===== config.mk =====
export PLATFORM = sky130hd
export DESIGN_NAME = scfp_port
export DESIGN_NICKNAME = d
export VERILOG_FILES = /design/src/rtl/scfp_pkg.sv /design/src/rtl/scfp_sync.sv /design/src/rtl/scfp_skid.sv /design/src/rtl/scfp_port.sv
export SDC_FILE = /design/constraint.sdc
export NUM_CORES = 1
export LEC_CHECK = 0
export BUFFER_PORTS_ARGS = -buffer_cell sky130_fd_sc_hd__buf_2
export CELL_PAD_IN_SITES_DETAIL_PLACEMENT = 1
export CELL_PAD_IN_SITES_GLOBAL_PLACEMENT = 1
export CORE_MARGIN = 2
export CORE_UTILIZATION = 50
export DETAILED_ROUTE_END_ITERATION = 8
export GPL_TIMING_DRIVEN = 1
export PLACE_DENSITY = 0.86
export SYNTH_ARGS = -nofsm -noshare
export SYNTH_HDL_FRONTEND = slang
export SYNTH_SLANG_ARGS = --single-unit

===== constraint.sdc =====
create_clock -name clock_i -period 9.61 [get_ports clock_i]
set_input_delay 0.961 -clock clock_i [delete_from_list [all_inputs] [get_ports clock_i]]
set_output_delay 0.961 -clock clock_i [all_outputs]
set_load 0.05 [all_outputs]

===== src/rtl/scfp_pkg.sv =====
// Purpose: Shared constants and types of the serial configuration and
//          transmit queue port.
// Assumes: Serial link runs in clock-low-idle, sample-on-rise fashion.
// Notes:   Strobe codes and link period are plain defaults.
package scfp_pkg;

  // ----------------------------------------------------------------
  // Clocking
  // ----------------------------------------------------------------
  localparam int CLK_PERIOD_NS  = 100;
  localparam int SCLK_PERIOD_NS = 800;

  // ----------------------------------------------------------------
  // Header byte layout
  // ----------------------------------------------------------------
  localparam int HDR_RW_BIT    = 7;
  localparam int HDR_BURST_BIT = 6;
  localparam int ADDR_W        = 6;
  localparam int BYTE_W        = 8;

  // ----------------------------------------------------------------
  // Address map
  // ----------------------------------------------------------------
  localparam logic [5:0] STROBE_LO_ADDR = 6'h30;
  localparam logic [5:0] STROBE_HI_ADDR = 6'h3D;
  localparam logic [5:0] TXQ_PORT_ADDR  = 6'h3F;

  // Strobe codes within the strobe range
  localparam logic [5:0] FLUSH_TX_CODE   = 6'h3B;
  localparam logic [5:0] POWER_DOWN_CODE = 6'h39;
  localparam logic [5:0] OSC_OFF_CODE    = 6'h32;

  // ----------------------------------------------------------------
  // Status byte layout
  // ----------------------------------------------------------------
  localparam int         STAT_READY_BIT  = 7;
  localparam int         STAT_STATE_MSB  = 6;
  localparam int         STAT_STATE_LSB  = 4;
  localparam int         STAT_FREE_MSB   = 3;
  localparam logic [2:0] STATE_IDLE      = 3'h0;
  localparam logic [2:0] STATE_UNDERRUN  = 3'h7;
  localparam logic [3:0] FREE_SATURATE   = 4'hF;

  // ----------------------------------------------------------------
  // Transmit queue
  // ----------------------------------------------------------------
  localparam int TXQ_DEPTH = 64;

  // ----------------------------------------------------------------
  // Header decoder states
  // ----------------------------------------------------------------
  typedef enum logic [3:0] {
    DEC_HDR  = 4'b0001,
    DEC_WR   = 4'b0010,
    DEC_RD   = 4'b0100,
    DEC_FIFO = 4'b1000
  } scfp_dec_t;

endpackage


===== src/rtl/scfp_sync.sv =====
// Purpose: Two-flop synchroniser for a group of independent levels.
// Assumes: Each bit is a level; no bus coherence across bits.
// Notes:   First stage feeds only the second stage.
`timescale 1ns/1ns
module scfp_sync #(
  parameter int         W       = 1,
  parameter logic [W-1:0] RST_VAL = '0
) (
  // Clock and reset
  input  wire logic         clock_i,
  input  wire logic         srst_i,
  // Levels
  input  wire logic [W-1:0] async_i,
  output logic      [W-1:0] sync_o
);

  genvar g;
  generate
    for (g = 0; g < W; g++) begin : g_bit
      logic meta_r;
      logic hold_r;
      always_ff @(posedge clock_i) begin
        if (srst_i) begin
          meta_r <= RST_VAL[g];
          hold_r <= RST_VAL[g];
        end else begin
          meta_r <= async_i[g];
          hold_r <= meta_r;
        end
      end
      assign sync_o[g] = hold_r;
    end
  endgenerate

endmodule


===== src/rtl/scfp_skid.sv =====
// Purpose: Two-entry valid/ready buffer with registered outputs.
// Assumes: Single clock domain.
// Notes:   in_ready is low only while the spare entry is taken.
`timescale 1ns/1ns
module scfp_skid #(
  parameter int W = 8
) (
  // Clock and reset
  input  wire logic         clock_i,
  input  wire logic         srst_i,
  // Fill side
  input  wire logic         in_valid_i,
  input  wire logic [W-1:0] in_data_i,
  output logic              in_ready_o,
  // Drain side
  output logic              out_valid_o,
  output logic      [W-1:0] out_data_o,
  input  wire logic         out_ready_i
);

  logic         out_v_r;
  logic         out_v_nxt;
  logic [W-1:0] out_d_r;
  logic [W-1:0] out_d_nxt;
  logic         spr_v_r;
  logic         spr_v_nxt;
  logic [W-1:0] spr_d_r;
  logic [W-1:0] spr_d_nxt;
  logic         take;
  logic         give;

  always_comb begin
    out_v_nxt = out_v_r;
    out_d_nxt = out_d_r;
    spr_v_nxt = spr_v_r;
    spr_d_nxt = spr_d_r;
    take      = in_valid_i & ~spr_v_r;
    give      = out_v_r & out_ready_i;
    if (give) begin
      if (spr_v_r) begin
        out_d_nxt = spr_d_r;
        spr_v_nxt = 1'b0;
      end else if (take) begin
        out_d_nxt = in_data_i;
      end else begin
        out_v_nxt = 1'b0;
      end
    end else if (take) begin
      if (!out_v_r) begin
        out_d_nxt = in_data_i;
        out_v_nxt = 1'b1;
      end else begin
        spr_d_nxt = in_data_i;
        spr_v_nxt = 1'b1;
      end
    end
  end

  always_ff @(posedge clock_i) begin
    if (srst_i) begin
      out_v_r <= 1'b0;
      out_d_r <= '0;
      spr_v_r <= 1'b0;
      spr_d_r <= '0;
    end else begin
      out_v_r <= out_v_nxt;
      out_d_r <= out_d_nxt;
      spr_v_r <= spr_v_nxt;
      spr_d_r <= spr_d_nxt;
    end
  end

  assign in_ready_o  = ~spr_v_r;
  assign out_valid_o = out_v_r;
  assign out_data_o  = out_d_r;

endmodule


===== src/rtl/scfp_port.sv =====
// Purpose: Serial slave port: header decode, register access, strobes,
//          status byte and the transmit queue.
// Assumes: Serial clock idles low, data sampled on its rising edge and
//          changed on its falling edge; link clock at most 1/8 of clock_i.
// Notes:   Behaviour
// Behaviour
// - Bytes shift most significant bit first.
// - Chip select rising aborts any transfer.
// - Serial output low once ready after select.
// - Status byte returned during header.
// - Status bit7 is active-low ready flag.
// - Status bits 6:4 show main state.
// - Idle 000, underrun 111, flush clears.
// - Bits 3:0 free count, saturate 15.
// - Low registers read or written by flag.
// - Status returned with each written byte.
// - Burst address counts per byte until deselect.
// - Read/write flag selects status read or strobe.
// - Strobe is lone header, flags zero.
// - Any transaction may follow a strobe.
// - Power-down, oscillator-off strobes wait for deselect.
// - Queue at 0x3F, write only, 64 bytes.
// - 0x3F single byte, 0x7F until deselect.
// - Status shows free count before storing.
// - Queue emptied by flush or sleep entry.
`timescale 1ns/1ns
module scfp_port #(
  parameter int DEPTH = scfp_pkg::TXQ_DEPTH
) (
  // Clock and reset
  input  wire logic       clock_i,
  input  wire logic       srst_i,
  // Serial pins
  input  wire logic       sclk_i,
  input  wire logic       serial_in_i,
  input  wire logic       chip_select_low_i,
  output logic            serial_out_o,
  output logic            serial_out_oe_o,
  // Chip status
  input  wire logic       osc_stable_i,
  input  wire logic [2:0] main_state_i,
  input  wire logic       underflow_i,
  input  wire logic       sleep_enter_i,
  // Register file access
  output logic      [5:0] cfg_addr_o,
  output logic      [7:0] cfg_wdata_o,
  output logic            cfg_we_o,
  output logic            cfg_re_o,
  input  wire logic [7:0] cfg_rdata_i,
  // Command strobes
  output logic            strobe_valid_o,
  output logic      [5:0] strobe_code_o,
  // Transmit data
  output logic            tx_valid_o,
  output logic      [7:0] tx_data_o,
  input  wire logic       tx_ready_i
);

  localparam int PTR_W = $clog2(DEPTH);
  localparam int CNT_W = PTR_W + 1;
  localparam logic [CNT_W-1:0] DEPTH_C = CNT_W'(DEPTH);
  localparam logic [CNT_W-1:0] SAT_C   = CNT_W'(scfp_pkg::FREE_SATURATE);

  generate
    if (DEPTH < 16 || (1 << PTR_W) != DEPTH) begin : g_chk
      $error("DEPTH must be a power of two of at least 16");
    end
  endgenerate

  // ----------------------------------------------------------------
  // Pin synchronisers
  // ----------------------------------------------------------------
  logic sclk_s;
  logic mosi_s;
  logic csn_s;
  logic stable_s;

  scfp_sync #(
    .W       (4),
    .RST_VAL (4'h2)
  ) u_sync (
    .clock_i (clock_i),
    .srst_i  (srst_i),
    .async_i ({sclk_i, serial_in_i, chip_select_low_i, osc_stable_i}),
    .sync_o  ({sclk_s, mosi_s, csn_s, stable_s})
  );

  // ----------------------------------------------------------------
  // State
  // ----------------------------------------------------------------
  logic [7:0]       mem [DEPTH];
  scfp_pkg::scfp_dec_t dec_r;
  scfp_pkg::scfp_dec_t dec_nxt;
  logic             sclk_d_r;
  logic             csn_d_r;
  logic [5:0]       addr_r;
  logic [5:0]       addr_nxt;
  logic             burst_r;
  logic             burst_nxt;
  logic [2:0]       bit_r;
  logic [2:0]       bit_nxt;
  logic [7:0]       in_r;
  logic [7:0]       in_nxt;
  logic [7:0]       out_r;
  logic [7:0]       out_nxt;
  logic             load_r;
  logic             load_nxt;
  logic             first_r;
  logic             first_nxt;
  logic             so_r;
  logic             so_nxt;
  logic             oe_r;
  logic             oe_nxt;
  logic [5:0]       cfg_addr_r;
  logic [5:0]       cfg_addr_nxt;
  logic [7:0]       cfg_wdata_r;
  logic [7:0]       cfg_wdata_nxt;
  logic             cfg_we_r;
  logic             cfg_we_nxt;
  logic             cfg_re_r;
  logic             cfg_re_nxt;
  logic             stb_v_r;
  logic             stb_v_nxt;
  logic [5:0]       stb_c_r;
  logic [5:0]       stb_c_nxt;
  logic             pend_pd_r;
  logic             pend_pd_nxt;
  logic             pend_xo_r;
  logic             pend_xo_nxt;
  logic             under_r;
  logic             under_nxt;
  logic [PTR_W-1:0] wptr_r;
  logic [PTR_W-1:0] wptr_nxt;
  logic [PTR_W-1:0] rptr_r;
  logic [PTR_W-1:0] rptr_nxt;
  logic [CNT_W-1:0] cnt_r;
  logic [CNT_W-1:0] cnt_nxt;

  // ----------------------------------------------------------------
  // Combinational helpers
  // ----------------------------------------------------------------
  logic             rise;
  logic             fall;
  logic             cs_rise;
  logic [7:0]       byte_in;
  logic [CNT_W-1:0] free_cnt;
  logic [3:0]       free4;
  logic [2:0]       state_fld;
  logic [7:0]       status;
  logic             push;
  logic             pop;
  logic             flush;
  logic             skid_ready;
  logic [5:0]       hdr_a;
  logic             hdr_rw;
  logic             hdr_b;

  assign rise    = sclk_s & ~sclk_d_r;
  assign fall    = ~sclk_s & sclk_d_r;
  assign cs_rise = csn_s & ~csn_d_r;
  assign byte_in = {in_r[6:0], mosi_s};
  assign hdr_a   = byte_in[scfp_pkg::ADDR_W-1:0];
  assign hdr_rw  = byte_in[scfp_pkg::HDR_RW_BIT];
  assign hdr_b   = byte_in[scfp_pkg::HDR_BURST_BIT];

  // Free count taken from the queue before the byte in flight lands
  assign free_cnt  = DEPTH_C - cnt_r;
  assign free4     = (free_cnt >= SAT_C) ? scfp_pkg::FREE_SATURATE
                                         : free_cnt[3:0];
  assign state_fld = under_r ? scfp_pkg::STATE_UNDERRUN
                             : main_state_i;
  assign status    = {~stable_s, state_fld, free4};
  assign pop       = (cnt_r != '0) & skid_ready;

  // ----------------------------------------------------------------
  // Next-state logic
  // ----------------------------------------------------------------
  always_comb begin
    dec_nxt       = dec_r;
    addr_nxt      = addr_r;
    burst_nxt     = burst_r;
    bit_nxt       = bit_r;
    in_nxt        = in_r;
    out_nxt       = out_r;
    load_nxt      = load_r;
    first_nxt     = first_r;
    oe_nxt        = oe_r;
    cfg_addr_nxt  = cfg_addr_r;
    cfg_wdata_nxt = cfg_wdata_r;
    cfg_we_nxt    = 1'b0;
    cfg_re_nxt    = 1'b0;
    stb_v_nxt     = 1'b0;
    stb_c_nxt     = stb_c_r;
    pend_pd_nxt   = pend_pd_r;
    pend_xo_nxt   = pend_xo_r;
    push          = 1'b0;
    flush         = sleep_enter_i;
    if (csn_s) begin
      // Partial bytes are dropped and decoding restarts on a header
      dec_nxt   = scfp_pkg::DEC_HDR;
      burst_nxt = 1'b0;
      bit_nxt   = '0;
      load_nxt  = 1'b0;
      first_nxt = 1'b1;
      oe_nxt    = 1'b0;
      if (cs_rise && (pend_pd_r || pend_xo_r)) begin
        stb_v_nxt   = 1'b1;
        stb_c_nxt   = pend_pd_r ? scfp_pkg::POWER_DOWN_CODE
                                : scfp_pkg::OSC_OFF_CODE;
        pend_pd_nxt = 1'b0;
        pend_xo_nxt = pend_pd_r & pend_xo_r;
      end else if (pend_xo_r) begin
        stb_v_nxt   = 1'b1;
        stb_c_nxt   = scfp_pkg::OSC_OFF_CODE;
        pend_xo_nxt = 1'b0;
      end
    end else begin
      oe_nxt = 1'b1;
      // Ready flag tracks live until the first edge of the header
      if (first_r) begin
        out_nxt = status;
      end
      if (fall) begin
        out_nxt  = load_r ? ((dec_r == scfp_pkg::DEC_RD) ? cfg_rdata_i
                                                         : status)
                          : {out_r[6:0], 1'b0};
        load_nxt = 1'b0;
      end
      if (rise) begin
        first_nxt = 1'b0;
        in_nxt    = byte_in;
        bit_nxt   = bit_r + 3'h1;
        if (bit_r == 3'h7) begin
          load_nxt = 1'b1;
          case (dec_r)
            scfp_pkg::DEC_HDR: begin
              addr_nxt  = hdr_a;
              burst_nxt = hdr_b;
              if (!hdr_rw && hdr_a == scfp_pkg::TXQ_PORT_ADDR) begin
                dec_nxt = scfp_pkg::DEC_FIFO;
              end else if (hdr_a >= scfp_pkg::STROBE_LO_ADDR &&
                           hdr_a <= scfp_pkg::STROBE_HI_ADDR) begin
                if (hdr_rw) begin
                  // Status registers never burst
                  dec_nxt      = scfp_pkg::DEC_RD;
                  burst_nxt    = 1'b0;
                  cfg_addr_nxt = hdr_a;
                  cfg_re_nxt   = 1'b1;
                end else if (!hdr_b) begin
                  dec_nxt = scfp_pkg::DEC_HDR;
                  if (hdr_a == scfp_pkg::POWER_DOWN_CODE) begin
                    pend_pd_nxt = 1'b1;
                  end else if (hdr_a == scfp_pkg::OSC_OFF_CODE) begin
                    pend_xo_nxt = 1'b1;
                  end else begin
                    stb_v_nxt = 1'b1;
                    stb_c_nxt = hdr_a;
                    flush     = flush |
                                (hdr_a == scfp_pkg::FLUSH_TX_CODE);
                  end
                end else begin
                  dec_nxt = scfp_pkg::DEC_HDR;
                end
              end else if (hdr_rw) begin
                dec_nxt      = scfp_pkg::DEC_RD;
                cfg_addr_nxt = hdr_a;
                cfg_re_nxt   = 1'b1;
              end else begin
                dec_nxt = scfp_pkg::DEC_WR;
              end
            end
            scfp_pkg::DEC_WR: begin
              cfg_addr_nxt  = addr_r;
              cfg_wdata_nxt = byte_in;
              cfg_we_nxt    = 1'b1;
              if (burst_r) begin
                addr_nxt = addr_r + 6'h01;
              end else begin
                dec_nxt = scfp_pkg::DEC_HDR;
              end
            end
            scfp_pkg::DEC_RD: begin
              if (burst_r) begin
                addr_nxt     = addr_r + 6'h01;
                cfg_addr_nxt = addr_r + 6'h01;
                cfg_re_nxt   = 1'b1;
              end else begin
                dec_nxt = scfp_pkg::DEC_HDR;
              end
            end
            scfp_pkg::DEC_FIFO: begin
              // A byte sent to a full queue is lost
              push = (cnt_r != DEPTH_C);
              if (!burst_r) begin
                dec_nxt = scfp_pkg::DEC_HDR;
              end
            end
            default: begin
              dec_nxt = scfp_pkg::DEC_HDR;
            end
          endcase
        end
      end
    end
    so_nxt = out_nxt[7];
    // Underrun raised by the radio wins over a flush in the same cycle
    under_nxt = underflow_i | (under_r & ~flush);
    wptr_nxt  = wptr_r + PTR_W'(push);
    rptr_nxt  = rptr_r + PTR_W'(pop);
    cnt_nxt   = cnt_r + CNT_W'(push) - CNT_W'(pop);
    if (flush) begin
      wptr_nxt = '0;
      rptr_nxt = '0;
      cnt_nxt  = '0;
    end
  end

  // ----------------------------------------------------------------
  // Registers
  // ----------------------------------------------------------------
  always_ff @(posedge clock_i) begin
    if (srst_i) begin
      dec_r       <= scfp_pkg::DEC_HDR;
      sclk_d_r    <= 1'b0;
      csn_d_r     <= 1'b1;
      addr_r      <= '0;
      burst_r     <= 1'b0;
      bit_r       <= '0;
      in_r        <= '0;
      out_r       <= '0;
      load_r      <= 1'b0;
      first_r     <= 1'b1;
      so_r        <= 1'b0;
      oe_r        <= 1'b0;
      cfg_addr_r  <= '0;
      cfg_wdata_r <= '0;
      cfg_we_r    <= 1'b0;
      cfg_re_r    <= 1'b0;
      stb_v_r     <= 1'b0;
      stb_c_r     <= '0;
      pend_pd_r   <= 1'b0;
      pend_xo_r   <= 1'b0;
      under_r     <= 1'b0;
      wptr_r      <= '0;
      rptr_r      <= '0;
      cnt_r       <= '0;
    end else begin
      dec_r       <= dec_nxt;
      sclk_d_r    <= sclk_s;
      csn_d_r     <= csn_s;
      addr_r      <= addr_nxt;
      burst_r     <= burst_nxt;
      bit_r       <= bit_nxt;
      in_r        <= in_nxt;
      out_r       <= out_nxt;
      load_r      <= load_nxt;
      first_r     <= first_nxt;
      so_r        <= so_nxt;
      oe_r        <= oe_nxt;
      cfg_addr_r  <= cfg_addr_nxt;
      cfg_wdata_r <= cfg_wdata_nxt;
      cfg_we_r    <= cfg_we_nxt;
      cfg_re_r    <= cfg_re_nxt;
      stb_v_r     <= stb_v_nxt;
      stb_c_r     <= stb_c_nxt;
      pend_pd_r   <= pend_pd_nxt;
      pend_xo_r   <= pend_xo_nxt;
      under_r     <= under_nxt;
      wptr_r      <= wptr_nxt;
      rptr_r      <= rptr_nxt;
      cnt_r       <= cnt_nxt;
    end
  end

  always_ff @(posedge clock_i) begin
    if (push) begin
      mem[wptr_r] <= byte_in;
    end
  end

  // ----------------------------------------------------------------
  // Output buffer toward the radio
  // ----------------------------------------------------------------
  scfp_skid #(
    .W (8)
  ) u_skid (
    .clock_i     (clock_i),
    // A flush also drops the words already waiting in the buffer
    .srst_i      (srst_i | flush),
    .in_valid_i  (cnt_r != '0),
    .in_data_i   (mem[rptr_r]),
    .in_ready_o  (skid_ready),
    .out_valid_o (tx_valid_o),
    .out_data_o  (tx_data_o),
    .out_ready_i (tx_ready_i)
  );

  assign serial_out_o    = so_r;
  assign serial_out_oe_o = oe_r;
  assign cfg_addr_o      = cfg_addr_r;
  assign cfg_wdata_o     = cfg_wdata_r;
  assign cfg_we_o        = cfg_we_r;
  assign cfg_re_o        = cfg_re_r;
  assign strobe_valid_o  = stb_v_r;
  assign strobe_code_o   = stb_c_r;

endmodule


==> results by group, run 1 <==
Worst hold path
  • Min-Delay Path Depth: 1
  • WHS Endpoint: u_sync.g_bit[1].hold_r
  • Hold Crit Class: reg2reg
  • Worst hold start: u_sync.g_bit[1].meta_r

Finish
  • N_diodes: 0
  • Layout Cells excl Fill: 2294
  • Most common cell after layout, fill and taps aside: edfxtp_1
  • Commonest non-fill, non-tap cells in the layout: 512 x edfxtp_1, 161 x nor2_1, 97 x mux4_2
  • Fin nets: 1622
  • Fillers: 4493
  • Synthesis-to-finish area growth: 11.3%
  • Proportion of layout cells with a drive suffix above 1: 0.185

GRT
  • GR Util met1: 0.337
  • Global route overflow: 0
  • Layer with the highest usage: met2
  • Gr usage total: 0.255
  • Number of antenna violations at the first check in global routing: 0
  • Vias in the first global route: 15200
  • Met2 GRT Util: 0.423
  • First-pass GRT wire length: 96.5 mm
  • GR Util met3: 0.0420
  • Largest net degree at the start of global routing: 108

STA
  • Final hold viol count: 0
  • Max Freq: 226 MHz
  • Worst Tran Pin Value: 1.12 ns
  • Fin crit period: 4.43 ns
  • Rel. slew slack: 0.254
  • Tcrit/Tclk final: 0.461
  • RSZ-0062 raised after global routing: no
  • Fin Setup TNS: 0 ns
  • Skew final: 0.0272 ns
  • Final worst slack: 5.18 ns
  • Finish-stage setup viols: 0
  • Final Max Tran Viols: 0

Critical path
  • Maximum fanout along the worst path: 9
  • WS Path Type: reg2reg
  • Buf/Inv on CP: 1
  • Cell Chain, Critical Path: ha_1 -> ha_1 -> nand3b_1 -> nor2_1 -> nand3_1 -> inv_1 -> and2_1 -> nand3_1 -> nor2_1
  • Setup crit end kind: flip-flop
  • R2r setup slk: 5.18 ns
  • Critical path required time: 9.86 ns
  • Reg2reg start: bit_r[0]
  • CP max stage delay: 0.84 ns
  • Worst Setup Start Kind: flip-flop
  • Crit path DAT: 4.68 ns
  • Slowest cell on the critical path: nor2_1
  • Kind of cell adding the most delay to the critical path: simple AND/OR/NAND/NOR gates
  • Worst reg2reg path endpoint: mem[31][1]
  • Reg2Reg Depth: 9

Placed design
  • Final GP Congestion: 0.855
  • Port buffer count: 53
  • Setup slack at placement: 5.48 ns
  • Placed Instances: 2186
  • HPWL Detailed: 39.4 mm

Logic synthesis
  • Number of synthesis warnings: 0
  • Syn Area/Cell: 16.1 um^2
  • Post-synthesis cell type count: 65
  • Most used DFF post-synth: edfxtp_1
  • Post-synth EDFFs: 512
  • Syn Nets: 1581
  • Register area share after synthesis: 0.705
  • Post-synth ARST share: 0
  • Mapped Area: 24800 um^2
  • Post-synthesis sequential element count: 617
  • Mapped Cells: 1540

Route
  • DR vias: 14400
  • WL per Instance: 28.2 um
  • ANT nets after route: 0
  • Detailed Routing Iterations Pass 1: 5
  • DRC: 0
  • Detailed-route vias per instance: 6.29
  • Number of DRC markers in iteration 0: 1625
  • Detailed Route WL: 64.7 mm

Floorplan
  • Initial Util: 0.506
  • Core ar.: 49000 um^2
  • Die Ht: 227 um
  • Rows: 81
  • Die area: 51400 um^2
  • Die width: 227 um
  • IO Pins: 54

Clock network
  • CTS buffer count: 57
  • CTS Buffer Depth: 3
  • Clock transition at the registers of the reported paths: 0.07 ns
  • Clk root buf: clkbuf_16
  • H-tree depth: 2
  • Clock Latency Late Sink: 0.62 ns
  • Cts hold-fix bufs: 0
  • CTS resizes: 0
  • Number of buffers inserted by post-CTS setup repair: 0
  • CTS tree: done
  • Clock sink count: 617

Flow run
  • Max-cap violation count: 0

Power and ir drop
  • Maximum vdd drop: 0.000180 V
  • Pwr/cell area: 190 nW/um^2
  • LEAKAGE: 0.00881 uW

Status
  • Outcome: completed
[worst max-delay path by stage]
stage | depth (start not counted) | endpoint | from | slack [ns]
after floorplan | 16 | cnt_r[6] | bit_r[0] | 6.59
after global routing | 8 | mem[54][4] | bit_r[0] | 5.04
final | 9 | mem[31][1] | bit_r[0] | 5.18
after detailed placement | 9 | mem[7][3] | bit_r[0] | 5.48
after global placement | 9 | mem[47][1] | bit_r[0] | 5.86
after CTS | 8 | mem[6][7] | bit_r[1] | 5.35
[cell families after synthesis]
family	synth area share
multiplexers	0.120
adder cells (fa/ha/maj)	0.0109
XOR/XNOR	0.00778
buffers and inverters	0.0213
flip-flops	0.705
AND/OR/NAND/NOR	0.0668
AO/OA/AOI/OAI	0.0682
[where the power goes]
part	leakage (uW)	switching, uW	internal (uW)
registers	0.00571	3.83	2860
clock network	0.000953	1010	1340
logic	0.00214	26.3	10.2
[registers in the layout (all words and copies together) (netlist names), 7 cells and up]
name and cells:
cfg_wdata_o 8, cnt_r 7, in_r 7, mem 512
out_r 8, u_skid.out_data_o 8, u_skid.spr_d_r 8
[per-stage QoR]
stage	cell area, um^2	util	power [uW]	hold WS [ns]
5_1_grt	27600	0.564	5360	0.437
4_1_cts	27600	0.564	5270	0.418
6_report	27600	0.564	5250	0.415
3_3_place_gp	25600	0.524	2950	0.397
3_5_place_dp	25600	0.524	2960	0.403
2_1_floorplan	24800	-	2940	0.389
[cells in the mapped netlist, types with 6 or more instances]
cell | n | share of area
edfxtp_1 | 512 | 0.62
nor2_1 | 162 | 0.025
dfxtp_1 | 105 | 0.085
mux4_2 | 97 | 0.088
mux2i_1 | 75 | 0.030
nand2_1 | 65 | 0.0098
clkbuf_1 | 52 | 0.0079
a21oi_1 | 49 | 0.0099
a211oi_1 | 32 | 0.0097
nor2b_1 | 29 | 0.0073
o21ai_0 | 28 | 0.0057
a22oi_1 | 26 | 0.0079
inv_1 | 24 | 0.0036
nand3_1 | 22 | 0.0044
ha_1 | 20 | 0.010
nand3b_1 | 18 | 0.0055
o22ai_1 | 18 | 0.0045
a22o_1 | 16 | 0.0057
buf_4 | 15 | 0.0045
o221ai_1 | 15 | 0.0053
xnor2_1 | 15 | 0.0053
buf_2 | 12 | 0.0024
and3_1 | 9 | 0.0023
a221o_1 | 8 | 0.0032
o211ai_1 | 8 | 0.0024
a31o_2 | 7 | 0.0025
nand2b_1 | 7 | 0.0018
nor3_1 | 7 | 0.0014
xor2_1 | 7 | 0.0025
a31oi_1 | 6 | 0.0015
buf_1 | 6 | 0.00091
o32ai_1 | 6 | 0.0021
[final cells by class]
type                       instances  area (um^2)  share of cell area
sequential                       617        17500               0.634
multi-input combinational        809         6810               0.247
clock buffer                      66         1500              0.0545
tap                              664          831              0.0301
clock inverter                    42          438              0.0159
timing repair buffer              71          413              0.0150
inverter                          25         93.8             0.00340
[metal layers]
metal / vias to the layer above / share of wire
met2: 713 / 0.50
li1: 6113 / -
met3: 160 / 0.076
met1: 7443 / 0.39
met4: 0 / 0.039
met5: - / 0
[worst reg2reg max path, cell delays in order, from the launching register on]
cell and delay, ns:
dfxtp_1 0.36, ha_1 0.19, ha_1 0.28, nand3b_1 0.21
nor2_1 0.60, nand3_1 0.46, inv_1 0.24, and2_1 0.26
nand3_1 0.61, nor2_1 0.85
(Power assumes the default switching activity.)
==> run 2: changes to the inputs <==
Settings changed: ABC_AREA set to 1, PLACE_DENSITY 0.86 to 0.91.
Clock period 9.61 ns to 4.3 ns, I/O delays scaled along.
==> run 2 against run 1 <==
Effect of this change:
- clock-buffer cell count grew 10
- first-iteration DRC count grew 53%
- total power grew 130%
- critical path depth grew 10
- fmax grew 24%
- synthesized area grew 6.7%
- die area grew 6.5%
- sequential power grew 120%
- via count grew 44%
- critical endpoint is now cnt_r[6]
==> results by group, run 2 <==
Critical path
  • Slowest cell on the critical path: dfxtp_1 (was nor2_1)
  • Path length in cells of the critical path: 19 (was 9)
  • Crit-path most repeated cell: inv_2
  • CP max stage delay: 0.46 ns (was 0.84 ns)
  • Reg2reg start: u_sync.g_bit[1].hold_r (was bit_r[0])
  • Worst setup path endpoint: cnt_r[6] (was mem[31][1])
  • WS Path Type: reg2reg (unchanged)
  • Kind of cell adding the most delay to the critical path: simple AND/OR/NAND/NOR gates (unchanged)
  • Maximum fanout along the worst path: 14 (was 9)
  • Worst reg2reg path endpoint: cnt_r[6] (was mem[31][1])
  • Setup crit end kind: flip-flop (unchanged)
  • Buf/Inv on CP: 5 (was 1)
  • Cell Chain, Critical Path: inv_2 -> nand2_2 -> nor2_2 -> inv_2 -> nor2_2 -> inv_2 -> ha_1 -> inv_1 -> ha_1 -> inv_1 -> fa_1 -> nor2_1 -> o21ai_0 -> nand2_1 -> nand2_1 -> a21oi_1 -> nor2_1 -> a21oi_1 -> o21a_1 (was ha_1 -> ha_1 -> nand3b_1 -> nor2_1 -> nand3_1 -> inv_1 -> and2_1 -> nand3_1 -> nor2_1)
  • Critical path required time: 4.90 ns (was 9.86 ns)
  • R2r setup slk: 0.73 ns (was 5.18 ns)
  • Crit path DAT: 4.17 ns (was 4.68 ns)
  • Setup crit start: u_sync.g_bit[1].hold_r (was bit_r[0])
  • Worst Setup Start Kind: flip-flop (unchanged)
  • Reg2Reg Depth: 19 (was 9)

Floorplan
  • Initial Util: 0.504 (was 0.506)
  • Die Ht: 234 um (was 227 um)
  • Die width: 234 um (was 227 um)
  • Core ar.: 52400 um^2 (was 49000 um^2)
  • Die area: 54700 um^2 (was 51400 um^2)
  • IO Pins: 54 (unchanged)
  • Rows: 84 (was 81)

Clock network
  • CTS tree: done (unchanged)
  • Clock Latency Late Sink: 0.65 ns (was 0.62 ns)
  • Number of buffers inserted by post-CTS setup repair: 0 (unchanged)
  • H-tree depth: 2 (unchanged)
  • CTS resizes: 0 (unchanged)
  • CTS Buffer Depth: 3 (unchanged)
  • Clock transition at the registers of the reported paths: 0.07 ns (about the same)
  • CTS buffer count: 60 (was 57)
  • Clk root buf: clkbuf_16 (unchanged)
  • Clock sink count: 617 (unchanged)
  • Cts hold-fix bufs: 2 (was 0)

Route
  • DR vias: 20800 (was 14400)
  • Detailed Routing Iterations Pass 1: 5 (unchanged)
  • ANT nets after route: 0 (unchanged)
  • WL per Instance: 26.4 um (was 28.2 um)
  • DRC: 0 (unchanged)
  • Detailed Route WL: 89.3 mm (was 64.7 mm)
  • Detailed-route vias per instance: 6.14 (was 6.29)
  • Number of DRC markers in iteration 0: 2482 (was 1625)

GRT
  • Gr usage total: 0.329 (was 0.255)
  • Largest net degree at the start of global routing: 172 (was 108)
  • First-pass GRT wire length: 135 mm (was 96.5 mm)
  • Vias in the first global route: 22300 (was 15200)
  • Global route overflow: 0 (unchanged)
  • Number of antenna violations at the first check in global routing: 1 (was 0)

Finish
  • Fin nets: 2688 (was 1622)
  • N_diodes: 0 (unchanged)
  • Core Util, Final: 0.558 (was 0.564)
  • Most common cell after layout, fill and taps aside: nand2_1 (was edfxtp_1)
  • Reg with most FFs: mem (unchanged)
  • Area of the multi-input gates: 7290 um^2 (was 6810 um^2)
  • Proportion of layout cells with a drive suffix above 1: 0.0852 (was 0.185)
  • Max reg flops: 512 (unchanged)
  • Synthesis-to-finish area growth: 10.8% (was 11.3%)
  • Fillers: 5627 (was 4493)
  • Reg area: 17500 um^2 (about the same)
  • Final Instance Area: 29300 um^2 (was 27600 um^2)
  • Commonest non-fill, non-tap cells in the layout: 768 x nand2_1, 512 x edfxtp_1, 292 x nand3_1 (was 512 x edfxtp_1, 161 x nor2_1, 97 x mux4_2)

STA
  • Tcrit/Tclk final: 0.831 (was 0.461)
  • RSZ-0062 raised after global routing: no (unchanged)
  • Final hold viol count: 0 (unchanged)
  • Rel. slew slack: 0.277 (was 0.254)
  • Final worst slack: 0.727 ns (was 5.18 ns)
  • Hold Slack: 0.0126 ns (was 0.415 ns)
  • Fin Setup TNS: 0 ns (unchanged)
  • Worst Tran Pin Value: 1.08 ns (was 1.12 ns)
  • Skew final: 0.0361 ns (was 0.0272 ns)
  • Final Max Tran Viols: 0 (unchanged)
  • Max Freq: 280 MHz (was 226 MHz)
  • Finish-stage setup viols: 0 (unchanged)
  • Fin crit period: 3.57 ns (was 4.43 ns)

Logic synthesis
  • Most frequent cell after synthesis: nand2_1 (was edfxtp_1)
  • Register area share after synthesis: 0.661 (was 0.705)
  • Number of synthesis warnings: 0 (unchanged)
  • Most used DFF post-synth: edfxtp_1 (unchanged)
  • Post-synth ARST share: 0 (unchanged)
  • Post-synth EDFFs: 512 (unchanged)
  • Syn Nets: 2663 (was 1581)
  • Post-synth top area cell: edfxtp_1 (unchanged)
  • Mapped Cells: 2622 (was 1540)
  • Area contributors post-synth: edfxtp_1 58%, nand2_1 11%, dfxtp_1 8.0% (was edfxtp_1 62%, mux4_2 8.8%, dfxtp_1 8.5%)
  • Post-synthesis sequential element count: 617 (unchanged)
  • Syn Area/Cell: 10.1 um^2 (was 16.1 um^2)
  • Mapped Area: 26400 um^2 (was 24800 um^2)
  • Synth top area share: 0.582 (was 0.620)
  • Synth top cells by count: 768 x nand2_1, 512 x edfxtp_1, 292 x nand3_1 (was 512 x edfxtp_1, 162 x nor2_1, 105 x dfxtp_1)
  • Post-synthesis cell type count: 44 (was 65)

Placed design
  • HPWL Detailed: 48.9 mm (was 39.4 mm)
  • Dpl cell area: 27200 um^2 (was 25600 um^2)
  • Port buffer count: 53 (unchanged)
  • Setup slack at placement: 0.949 ns (was 5.48 ns)
  • Final GP Congestion: 0.905 (was 0.855)

Power and ir drop
  • Maximum vdd drop: 0.000300 V (was 0.000180 V)
  • LEAKAGE: 0.0116 uW (was 0.00881 uW)
  • Pwr/cell area: 419 nW/um^2 (was 190 nW/um^2)

Worst hold path
  • Worst hold start: underflow_i (was u_sync.g_bit[1].meta_r)
  • Min-Delay Path Depth: 2 (was 1)
  • Hold Crit Class: in2reg (was reg2reg)

Status
  • Outcome: completed (unchanged)

Flow run
  • Max-cap violation count: 0 (unchanged)
==> run 2: changes by cell type after synthesis, sizes merged, moves of 66 or more <==
cell	change
nand2	+708
nand3	+276
inv	+248
mux4	-97
mux2i	-75
o21ai	+72
nor2	+66
==> run 2: cells by family (layout without fill, tap and decap cells) <==
group           after synthesis  in the layout  share of synthesized area
compound gates              255            255                     0.0530
flops                       617            617                      0.661
buf+inv                     392            469                     0.0630
fa+ha+maj                    21             21                     0.0102
xor+xnor                     15             15                    0.00497
simple gates               1322           1322                      0.208
==> run 2: per-stage QoR <==
step | cells | power, uW
6_report | 3387 | 12300
5_1_grt | 3387 | 12500
4_1_cts | 3387 | 12300
3_5_place_dp | 3271 | 6650
3_3_place_gp | 3271 | 6640
2_1_floorplan | 2622 | 6610
==> run 2: area by class of cell <==
cell class / instances / share of cell area
clock inverters: 38 / 0.0156
inverters: 272 / 0.0351
flip-flops and latches: 617 / 0.597
clock buffers: 76 / 0.0560
repair buffers: 83 / 0.0178
multi-input cells: 1613 / 0.249
well taps: 688 / 0.0294
==> run 2: routing by layer <==
metal | global-route usage | vias up | part of all wire
met4 | 0.205 | 4 | 0.064
met2 | 0.562 | 1380 | 0.50
met3 | 0.0508 | 399 | 0.086
li1 | - | 8776 | -
met1 | 0.390 | 10200 | 0.35
met5 | 0.00625 | - | 0.00058
==> run 2: how the worst min path moves through the flow <==
stage / to / slack (ns)
4_1_cts: under_r / 0.003
3_3_place_gp: u_sync.g_bit[2].hold_r / 0.38
5_1_grt: under_r / 0.04
2_1_floorplan: u_sync.g_bit[0].hold_r / 0.39
6_report: under_r / 0.01
3_5_place_dp: u_sync.g_bit[1].hold_r / 0.40
==> run 2: where the power goes <==
group          leakage, uW  switching (uW)  internal, uW
sequential         0.00589            8.84          6410
combinational      0.00467            88.4          24.6
clock              0.00102            2450          3300
==> run 3: changes to the inputs <==
Settings changed: ABC_AREA 1 to 0, PLACE_DENSITY 0.91 to 0.86.
Clock period 4.3 ns to 3.5 ns, I/O delays scaled along.
==> run 3 against run 2 <==
Effect of this change:
- core utilization is 2.1 points higher
- clock skew shrank 0.021 ns
- worst hold slack better by 0.17 ns
- largest cell class unchanged
==> results by group, run 3 (synthesis gave the netlist of run 1 again) <==
Status
  • Outcome: completed (unchanged)

STA
  • Fin crit period: 3.43 ns (was 3.57 ns)
  • Max Freq: 291 MHz (was 280 MHz)
  • Worst Tran Pin Value: 0.983 ns (was 1.08 ns)
  • Final hold viol count: 0 (unchanged)
  • Final Max Tran Viols: 0 (unchanged)
  • Tcrit/Tclk final: 0.981 (was 0.831)
  • Finish-stage setup viols: 0 (unchanged)
  • Skew final: 0.0150 ns (was 0.0361 ns)
  • Rel. slew slack: 0.343 (was 0.277)
  • Hold Slack: 0.185 ns (was 0.0126 ns)

Worst hold path
  • Hold Crit Class: in2reg (unchanged)

Route
  • WL per Instance: 29.2 um (was 26.4 um)
  • ANT nets after route: 0 (unchanged)
  • DRC: 0 (unchanged)
  • Detailed Route WL: 69.9 mm (was 89.3 mm)
  • Number of DRC markers in iteration 0: 1806 (was 2482)
  • DR vias: 15100 (was 20800)
  • Detailed-route vias per instance: 6.32 (was 6.14)
  • Detailed Routing Iterations Pass 1: 5 (unchanged)

Floorplan
  • Core ar.: 49000 um^2 (was 52400 um^2)
  • Die area: 51400 um^2 (was 54700 um^2)
  • Die width: 227 um (was 234 um)
  • Die Ht: 227 um (was 234 um)
  • IO Pins: 54 (unchanged)
  • Initial Util: 0.506 (was 0.504)
  • Rows: 81 (was 84)

Finish
  • Reg with most FFs: mem (unchanged)
  • Proportion of layout cells with a drive suffix above 1: 0.230 (was 0.0852)
  • Commonest non-fill, non-tap cells in the layout: 512 x edfxtp_1, 160 x nor2_1, 108 x buf_4 (was 768 x nand2_1, 512 x edfxtp_1, 292 x nand3_1)
  • Fillers: 4488 (was 5627)
  • N_diodes: 0 (unchanged)
  • Fin nets: 1722 (was 2688)
  • Max reg flops: 512 (unchanged)
  • Synthesis-to-finish area growth: 14.4% (was 10.8%)
  • Most common cell after layout, fill and taps aside: edfxtp_1 (was nand2_1)

Critical path
  • Setup crit end kind: flip-flop (unchanged)
  • WS Path Type: reg2reg (unchanged)
  • Crit path DAT: 3.94 ns (was 4.17 ns)
  • Critical path required time: 4.01 ns (was 4.90 ns)
  • Maximum fanout along the worst path: 5 (was 14)
  • Worst Setup Start Kind: flip-flop (unchanged)

Clock network
  • Clk root buf: clkbuf_16 (unchanged)
  • CTS tree: done (unchanged)
  • Clock Latency Late Sink: 0.63 ns (was 0.65 ns)
  • H-tree depth: 2 (unchanged)
  • Clock transition at the registers of the reported paths: 0.07 ns (about the same)
  • CTS Buffer Depth: 3 (unchanged)
  • Clock sink count: 617 (unchanged)
  • CTS buffer count: 59 (was 60)

GRT
  • Vias in the first global route: 16100 (was 22300)
  • Gr usage total: 0.275 (was 0.329)
  • Number of antenna violations at the first check in global routing: 0 (was 1)
  • First-pass GRT wire length: 104 mm (was 135 mm)
  • Global route overflow: 0 (unchanged)
  • Largest net degree at the start of global routing: 72 (was 172)

Power and ir drop
  • Total power: 14400 uW (was 12300 uW)
  • Maximum vdd drop: 0.000392 V (was 0.000300 V)
  • LEAKAGE: 0.00932 uW (was 0.0116 uW)
  • Pwr/cell area: 508 nW/um^2 (was 419 nW/um^2)

Placed design
  • HPWL Detailed: 42.7 mm (was 48.9 mm)
  • Port buffer count: 53 (unchanged)
  • Final GP Congestion: 0.832 (was 0.905)

Flow run
  • Max-cap violation count: 0 (unchanged)
[run 3: changes by cell type in the layout (fill, tap and decap cells not counted), sizes merged, moves of 72 or more]
cell / previous run / this run
o21ai: 100 / 28
buf: 81 / 164
inv: 271 / 25
mux2i: 0 / 75
mux4: 0 / 97
nand3: 299 / 23
nand2: 773 / 65
[run 3: area by class of cell]
type	instances	area, um^2	area share
Clock inverter	41	413	0.0146
Sequential cell	617	17500	0.617
Multi-Input combinational cell	809	6820	0.241
Inverter	25	93.8	0.00331
Clock buffer	68	1510	0.0533
Tap cell	664	831	0.0293
Timing Repair Buffer	169	1190	0.0418
[run 3: final timing paths]
path                            end              startpoint  slack (ns)  cells after the start
min                  u_skid.spr_v_r              tx_ready_i        0.19                      2
max                        cnt_r[6]                bit_r[0]        0.07                     16
min reg2reg  u_sync.g_bit[1].hold_r  u_sync.g_bit[1].meta_r        0.41                      1
max reg2reg                cnt_r[6]                bit_r[0]        0.07                     16
[run 3: repair_timing]
action | in CTS | in global routing
pin swaps | 1 | 1
setup endpoints to repair | 2 | 1
hold buffers | 5 | 0
resized for setup | 4 | 5
hold endpoints to repair | 5 | 0
setup buffers | 1 | 1
[run 3: per-stage QoR]
step                setup TNS (ns)  worst slack, ns  area, um^2  std cells   util
floorplan                        0            0.484       24800       1540      -
global placement                 0            0.357       26300       2277  0.538
detailed placement               0            0.103       26300       2277  0.538
CTS                              0          0.00997       28300       2392  0.579
global route              -0.00327         -0.00327       28400       2393  0.579
finish                           0           0.0676       28400       2393  0.579
[run 3: worst max-delay path, cell delays in order (launching register included)]
cell and delay [ns]:
dfxtp_1 0.38, ha_1 0.18, ha_2 0.24, nand3b_1 0.17
nor2_2 0.16, nand3_2 0.17, ha_1 0.35, inv_1 0.10
ha_2 0.23, inv_1 0.10, fa_2 0.42, o21bai_4 0.16
a21oi_1 0.13, o21bai_1 0.16, a21oi_1 0.10, xnor2_1 0.17
nor2_1 0.07
[run 3: report_power, final]
| group | switching [uW] | internal [uW] | total, uW |
|---|---|---|---|
| combinational | 75.8 | 33.9 | 110 |
| sequential | 9.24 | 7850 | 7860 |
| clock | 2820 | 3620 | 6440 |
| total | 2910 | 11500 | 14400 |
[run 3: layer usage]
| metal | GRT usage | up-vias | share of wire |
|---|---|---|---|
| met5 | 0 | - | 0 |
| met4 | 0.127 | 0 | 0.048 |
| met3 | 0.0422 | 203 | 0.073 |
| met2 | 0.468 | 798 | 0.51 |
| met1 | 0.349 | 7808 | 0.37 |
| li1 | - | 6321 | - |
